### src/hw/gpp_regs.svh
`ifndef GPP_REGS_SVH
`define GPP_REGS_SVH

// ----------------------------------------
// register addresses
// ----------------------------------------
`define GPP_ADDR_PORT0_DATA     8'h80
`define GPP_ADDR_PORT1_DATA     8'h90
`define GPP_ADDR_PORT0_DRIVE    8'hA4
`define GPP_ADDR_PORT0_SKIP     8'hD4
`define GPP_ADDR_PORT0_ANALOG   8'hF1

// ----------------------------------------
// reset values
// ----------------------------------------
`define GPP_RST_PORT_DATA       8'hFF
`define GPP_RST_PORT0_DRIVE     8'h00
`define GPP_RST_PORT0_SKIP      8'h00
`define GPP_RST_PORT0_ANALOG    8'hFF

// ----------------------------------------
// access kinds
// ----------------------------------------
`define GPP_ACC_BYTE            2'h0
`define GPP_ACC_BIT             2'h1
`define GPP_ACC_RMW_BYTE        2'h2

`endif

### src/hw/gpp_pkg.sv
package gpp_pkg;
    typedef logic [7:0] gpp_byte_t;
    typedef enum logic [1:0] {
        GPP_BYTE     = 2'b00,
        GPP_BIT      = 2'b01,
        GPP_RMW_BYTE = 2'b10
    } gpp_acc_t;
endpackage : gpp_pkg

### src/hw/gpp_pin_drv.sv
module gpp_pin_drv
    import gpp_pkg::*;
#(
    parameter int WIDTH = 8
) (
    input  wire logic [WIDTH-1:0] i_latch,
    input  wire logic [WIDTH-1:0] i_push_pull,
    input  wire logic [WIDTH-1:0] i_digital,
    input  wire logic [WIDTH-1:0] i_force_od,
    input  wire logic [WIDTH-1:0] i_pin_in,
    output logic      [WIDTH-1:0] o_pin_out,
    output logic      [WIDTH-1:0] o_pin_oe,
    output logic      [WIDTH-1:0] o_pullup_en,
    output logic      [WIDTH-1:0] o_read_val
);
    always_comb begin
        for (int n = 0; n < WIDTH; n++) begin
            o_pin_out[n]   = i_latch[n];
            // analog pin drives nothing and mode bit is ignored
            o_pin_oe[n]    = i_digital[n] &
                             (~i_latch[n] | (i_push_pull[n] & ~i_force_od[n]));
            o_pullup_en[n] = i_digital[n];
            o_read_val[n]  = i_digital[n] ? i_pin_in[n] : 1'b1;
        end
    end
endmodule : gpp_pin_drv

### src/hw/gpp_port.sv
`include "gpp_regs.svh"

module gpp_port
    import gpp_pkg::*;
#(
    parameter int          P1_PINS  = 8,
    parameter logic [7:0]  P1_DRIVE = 8'h00
) (
    input  wire logic       I_CLOCK,
    input  wire logic       I_RESET_N,
    input  wire logic [7:0] I_ADDR,
    input  wire logic       I_WR,
    input  wire logic       I_RD,
    input  wire logic [1:0] I_ACC,
    input  wire logic [2:0] I_BIT_SEL,
    input  wire logic [7:0] I_WDATA,
    output logic      [7:0] O_RDATA,
    input  wire logic [7:0] I_P0_PIN,
    input  wire logic [7:0] I_P1_PIN,
    input  wire logic [7:0] I_XBAR_ASSIGNED0,
    input  wire logic [7:0] I_XBAR_ASSIGNED1,
    input  wire logic [7:0] I_XBAR_OUT0,
    input  wire logic [7:0] I_XBAR_OUT1,
    input  wire logic [7:0] I_TWI_PINS0,
    input  wire logic [7:0] I_TWI_PINS1,
    input  wire logic       I_PULLUP_DIS,
    output logic      [7:0] O_P0_OUT,
    output logic      [7:0] O_P0_OE,
    output logic      [7:0] O_P0_PULLUP,
    output logic      [7:0] O_P1_OUT,
    output logic      [7:0] O_P1_OE,
    output logic      [7:0] O_P1_PULLUP,
    output logic      [7:0] O_P0_SKIP
);
    // ----------------------------------------
    // registers
    // ----------------------------------------
    gpp_byte_t port0_data_q;
    gpp_byte_t port1_data_q;
    gpp_byte_t port0_drive_q;
    gpp_byte_t port0_skip_q;
    gpp_byte_t port0_analog_q;
    gpp_byte_t p1_pin_mask;
    gpp_byte_t p0_rd;
    gpp_byte_t p1_rd;
    gpp_byte_t p0_drv_val;
    gpp_byte_t p1_drv_val;
    gpp_byte_t p0_oe;
    gpp_byte_t p1_oe;
    gpp_byte_t p0_pu;
    gpp_byte_t p1_pu;
    gpp_byte_t rdata_d;

    assign p1_pin_mask = 8'hFF >> (8 - P1_PINS);

    // ----------------------------------------
    // access helpers
    // ----------------------------------------
    // merge a byte or a single bit into the held latch
    function automatic gpp_byte_t merge(input gpp_byte_t cur, input logic [1:0] acc,
                                        input logic [2:0] sel, input gpp_byte_t wd);
        gpp_byte_t r;
        r = cur;
        if (acc == `GPP_ACC_BIT) begin
            r[sel] = wd[0];
        end else begin
            r = wd;
        end
        return r;
    endfunction : merge

    function automatic logic hit(input logic [7:0] a, input logic [7:0] ref_a);
        return a == ref_a;
    endfunction : hit

    // crossbar value wins on assigned pins, latch elsewhere
    function automatic gpp_byte_t pad_value(input gpp_byte_t assigned, input gpp_byte_t periph,
                                            input gpp_byte_t latch);
        return (assigned & periph) | (~assigned & latch);
    endfunction : pad_value

    // rmw sees the latch so untouched bits keep their value; plain reads see the pads
    function automatic gpp_byte_t data_view(input logic [1:0] acc, input gpp_byte_t latch,
                                            input gpp_byte_t pads);
        gpp_byte_t v;
        if (acc == `GPP_ACC_RMW_BYTE) begin
            v = latch;
        end else begin
            v = pads;
        end
        return v;
    endfunction : data_view

    // ----------------------------------------
    // output latches
    // ----------------------------------------
    // a bit write touches one latch bit, so the neighbours keep driving
    always_ff @(posedge I_CLOCK or negedge I_RESET_N) begin
        if (!I_RESET_N) begin
            port0_data_q <= `GPP_RST_PORT_DATA;
        end else if (I_WR && hit(I_ADDR, `GPP_ADDR_PORT0_DATA)) begin
            port0_data_q <= merge(port0_data_q, I_ACC, I_BIT_SEL, I_WDATA);
        end
    end

    always_ff @(posedge I_CLOCK or negedge I_RESET_N) begin
        if (!I_RESET_N) begin
            port1_data_q <= `GPP_RST_PORT_DATA;
        end else if (I_WR && hit(I_ADDR, `GPP_ADDR_PORT1_DATA)) begin
            port1_data_q <= merge(port1_data_q, I_ACC, I_BIT_SEL, I_WDATA);
        end
    end

    // ----------------------------------------
    // configuration registers
    // ----------------------------------------
    always_ff @(posedge I_CLOCK or negedge I_RESET_N) begin
        if (!I_RESET_N) begin
            port0_drive_q <= `GPP_RST_PORT0_DRIVE;
        end else if (I_WR && hit(I_ADDR, `GPP_ADDR_PORT0_DRIVE)) begin
            port0_drive_q <= I_WDATA;
        end
    end

    always_ff @(posedge I_CLOCK or negedge I_RESET_N) begin
        if (!I_RESET_N) begin
            port0_skip_q <= `GPP_RST_PORT0_SKIP;
        end else if (I_WR && hit(I_ADDR, `GPP_ADDR_PORT0_SKIP)) begin
            port0_skip_q <= I_WDATA;
        end
    end

    always_ff @(posedge I_CLOCK or negedge I_RESET_N) begin
        if (!I_RESET_N) begin
            port0_analog_q <= `GPP_RST_PORT0_ANALOG;
        end else if (I_WR && hit(I_ADDR, `GPP_ADDR_PORT0_ANALOG)) begin
            port0_analog_q <= I_WDATA;
        end
    end

    // ----------------------------------------
    // crossbar merge
    // ----------------------------------------
    // assigned pins still obey drive mode, analog select and bus open-drain
    assign p0_drv_val = pad_value(I_XBAR_ASSIGNED0, I_XBAR_OUT0, port0_data_q);
    assign p1_drv_val = pad_value(I_XBAR_ASSIGNED1, I_XBAR_OUT1, port1_data_q);

    // ----------------------------------------
    // pin drivers
    // ----------------------------------------
    gpp_pin_drv #(.WIDTH(8)) u_drv0 (
        .i_latch     (p0_drv_val),
        .i_push_pull (port0_drive_q),
        .i_digital   (port0_analog_q),
        .i_force_od  (I_TWI_PINS0),
        .i_pin_in    (I_P0_PIN),
        .o_pin_out   (O_P0_OUT),
        .o_pin_oe    (p0_oe),
        .o_pullup_en (p0_pu),
        .o_read_val  (p0_rd)
    );

    // port1 mode registers are outside this block: all digital, fixed drive
    gpp_pin_drv #(.WIDTH(8)) u_drv1 (
        .i_latch     (p1_drv_val),
        .i_push_pull (P1_DRIVE),
        .i_digital   (8'hFF),
        .i_force_od  (I_TWI_PINS1),
        .i_pin_in    (I_P1_PIN),
        .o_pin_out   (O_P1_OUT),
        .o_pin_oe    (p1_oe),
        .o_pullup_en (p1_pu),
        .o_read_val  (p1_rd)
    );

    // ----------------------------------------
    // pad outputs
    // ----------------------------------------
    // unbonded port1 bits neither drive nor pull, so a loose die pad stays quiet
    assign O_P0_OE     = p0_oe;
    assign O_P1_OE     = p1_oe & p1_pin_mask;
    assign O_P0_PULLUP = p0_pu & {8{~I_PULLUP_DIS}};
    assign O_P1_PULLUP = p1_pu & {8{~I_PULLUP_DIS}} & p1_pin_mask;
    assign O_P0_SKIP   = port0_skip_q;

    // ----------------------------------------
    // read path
    // ----------------------------------------
    // rmw reads see the latch so untouched bits keep their output value
    always_comb begin
        rdata_d = 8'h00;
        case (I_ADDR)
            `GPP_ADDR_PORT0_DATA:   rdata_d = data_view(I_ACC, port0_data_q, p0_rd);
            `GPP_ADDR_PORT1_DATA:   rdata_d = data_view(I_ACC, port1_data_q, p1_rd);
            `GPP_ADDR_PORT0_DRIVE:  rdata_d = port0_drive_q;
            `GPP_ADDR_PORT0_SKIP:   rdata_d = port0_skip_q;
            `GPP_ADDR_PORT0_ANALOG: rdata_d = port0_analog_q;
            default:                rdata_d = 8'h00;
        endcase
        if (I_ACC == `GPP_ACC_BIT) begin
            rdata_d = {7'h00, rdata_d[I_BIT_SEL]};
        end
    end

    always_ff @(posedge I_CLOCK or negedge I_RESET_N) begin
        if (!I_RESET_N) begin
            O_RDATA <= 8'h00;
        end else if (I_RD) begin
            O_RDATA <= rdata_d;
        end
    end
endmodule : gpp_port

### config.mk
export PLATFORM = sky130hd
export DESIGN_NAME = gpp_port
export DESIGN_NICKNAME = d
export VERILOG_FILES = /design/src/hw/gpp_pkg.sv /design/src/hw/gpp_pin_drv.sv /design/src/hw/gpp_port.sv
export VERILOG_INCLUDE_DIRS = /design/src /design/src/hw
export SDC_FILE = /design/constraint.sdc
export NUM_CORES = 1
export LEC_CHECK = 0
export BUFFER_PORTS_ARGS = -buffer_cell sky130_fd_sc_hd__buf_4
export CORE_MARGIN = 4
export CORE_UTILIZATION = 50
export DETAILED_ROUTE_END_ITERATION = 7
export PLACE_DENSITY = 0.95
export REMOVE_ABC_BUFFERS = 1
export SLEW_MARGIN = 20
export SYNTH_ARGS = -nofsm -noshare
export SYNTH_HDL_FRONTEND = slang
export SYNTH_SLANG_ARGS = --single-unit
export TNS_END_PERCENT = 30
### constraint.sdc
create_clock -name I_CLOCK -period 3.5 [get_ports I_CLOCK]
set_clock_uncertainty 0.15 [all_clocks]
set_input_delay 0.7 -clock I_CLOCK [delete_from_list [all_inputs] [get_ports I_CLOCK]]
set_output_delay 0.7 -clock I_CLOCK [all_outputs]
set_load 0.1 [all_outputs]
==> impl_metrics.json <==
{
  "drc_errors": 0,
  "p_leak_nw": 2.00,
  "place_ws_ns": 0.513,
  "ctsResizeCount": 0,
  "antenna_cells": 0,
  "cpMaxStageDelayCell": "nor4b_2",
  "grt_pass1_vias": 3170,
  "layout_setup_ws_ns": 0.706,
  "cp.required_ns": 3.55,
  "synth_warnings": 0,
  "powerDensity_nw_per_um2": 349,
  "finalMaxSlewViolations": 0,
  "hpwl_um": 7730,
  "yosysTopAreaCellShare": 0.205,
  "cts_buffers": 5,
  "die_w_um": 86.5,
  "antenna_found_initial": 0,
  "clk_path_buf_depth": 2,
  "crit_chain": "buf_4, nor4b_2, and4b_1, nand2_1, mux2_2",
  "ys_seq_elements": 48,
  "synth_area_per_cell_sq_um": 10.1,
  "start_util": 0.517,
  "slew_headroom": 0.532,
  "drv_cap": 0,
  "hold_viol_final": 0,
  "coreArea_sq_um": 5960,
  "detail_route.vias_per_cell": 6.20,
  "place.gp.congestion": 0.935,
  "grtUsageMet1": 0.329,
  "finalCritPeriodShare": 0.798,
  "crit_arrival_ns": 2.84,
  "overflow": 0,
  "ir_drop_mv": 0.235,
  "synth-edff-count": 0,
  "finalSetupViolCount": 0,
  "drt_iter0_markers": 434,
  "ys.flop_type": "dfstp_2",
  "drive_gt1_frac": 0.507,
  "synth_area_sq_um": 3080,
  "die_h_um": 86.5,
  "root_buffer": "clkbuf_8",
  "worst-r2r-setup-slack_ns": 1.11,
  "track_usage": 0.267,
  "fmax_ghz": 0.358,
  "synthTopCellsByCount": "mux2_2 (36), a21oi_1 (29), dfrtp_1 (24), dfstp_2 (24), nand2_1 (21)",
  "clock_sinks": 48,
  "hold_ws_ns": 0.246,
  "grt_pass1_wl_um": 15600,
  "grt_start_max_net_pins": 49,
  "portBuffers": 145,
  "ioPinCount": 154,
  "yosysUniqueCellTypes": 49,
  "met3_usage": 0.0646,
  "cts_hold_buf": 0,
  "area_growth_syn_to_layout_pct": 38.0,
  "htree_levels": 2,
  "yosysMostFrequentCell": "mux2_2",
  "wl_per_cell_um": 19.6,
  "crit_type": "in -> reg",
  "num_rows": 28,
  "grt.met2_usage": 0.442,
  "ys_seq_area_frac": 0.400,
  "synth-async-reset-ratio": 1.00,
  "worstSetupEndpointType": "flip-flop",
  "cp-start-kind": "input port",
  "dr.pass1.iters": 6,
  "synth_area_leaders": "dfstp_2 (20%), dfrtp_1 (19%), mux2_2 (13%)",
  "finalNetCount": 531,
  "clkTransAtPathRegs_ns": 0.09,
  "path_max_fanout": 8,
  "die-area_sq_um": 7480,
  "reg2reg_from": "port0_analog_q[7]$_DFFE_PN1P_",
  "drt_wl_total_um": 10100,
  "slowest_delay_ns": 0.59,
  "outcome": "finished clean",
  "layout_min_cycle_time_ns": 2.79,
  "cts_tree": "built",
  "cts_setup_buffers": 0,
  "worstMarginPinSlew_ns": 0.702,
  "ant_nets": 0,
  "yosysTopAreaCell": "dfstp_2",
  "r2r_end": "O_RDATA[0]$_DFFE_PN0P_",
  "busiest_layer": "met2",
  "vias": 3206,
  "clk-insertion-delay-late_ns": 0.31,
  "post-route-util": 0.714,
  "worstRegToRegCells": 7,
  "rsz0062_at_grt": "no",
  "synthCells": 304,
  "hp-class": "in -> async"
}
==> state kept, by name, summed over array words and instances (netlist names) <==
signal	cells
O_RDATA	8
O_P0_SKIP	8
port0_analog_q	8
port0_data_q	8
port1_data_q	8
port0_drive_q	8
==> worst max-delay path, delay by kind of cell <==
family,cells,cell delay (ns)
buf+inv,1,0.13
mux,1,0.42
simple gates,3,1.58
==> cell type report <==
| class | count | area, sq um |
|---|---|---|
| Multi-Input combinational cell | 226 | 1680 |
| Tap cell | 75 | 93.8 |
| Sequential cell | 48 | 1230 |
| Clock buffer | 7 | 76.3 |
| Inverter | 11 | 41.3 |
| Clock inverter | 1 | 8.76 |
| Fill cell | 438 | 1700 |
| Timing Repair Buffer | 149 | 1120 |
==> routing by layer <==
metal,part of all wire,vias to the layer above,wire (um)
met5,0,-,0
met4,0.043,0,438
met3,0.12,57,1240
met2,0.48,258,4830
met1,0.36,1495,3630
li1,-,1396,-
==> cell families (layout without fill, tap and decap cells) <==
group | count (synthesis) | count (layout) | share of synthesized area
mux | 52 | 52 | 0.184
compound gates | 80 | 80 | 0.181
flops | 48 | 48 | 0.400
simple gates | 94 | 94 | 0.181
buf+inv | 30 | 168 | 0.0544
==> worst max path at each step <==
stage	startpoint	to	cells past startpoint
final	I_ADDR[0]	O_P0_SKIP[6]$_DFFE_PN0P_	5
after global routing	I_ACC[0]	O_RDATA[0]$_DFFE_PN0P_	9
after CTS	I_ACC[0]	O_RDATA[0]$_DFFE_PN0P_	9
after detailed placement	I_ACC[0]	O_RDATA[0]$_DFFE_PN0P_	9
after global placement	I_ACC[0]	O_RDATA[0]$_DFFE_PN0P_	9
after floorplan	I_PULLUP_DIS	O_P1_PULLUP[0]	1
==> metrics by stage <==
step	area, sq um	std cells	power (mW)	TNS, ns
detailed placement	4170	509	1.16	0
CTS	4250	517	1.48	0
floorplan	2950	285	0.998	-32.96
global route	4250	517	1.53	0
finish	4250	517	1.48	0
global placement	4170	509	1.15	0
==> report_power, final <==
group | switching (mW) | internal (mW)
clock network | 0.188 | 0.143
registers | 0.0256 | 0.594
logic | 0.375 | 0.159
total | 0.588 | 0.896
==> cell usage in the layout, fill, tap and decap left out, drive strengths merged, types with 7 or more instances in the layout <==
cell type,instances
a21boi,9
buf,149
nor2,9
mux2i,15
nand2,21
o2bb2ai,8
mux2,37
dfrtp,24
o22ai,8
nor2b,14
nand2b,14
dfstp,24
inv,11
clkbuf,7
a21oi,29
Power figures use the tool's default switching activity.
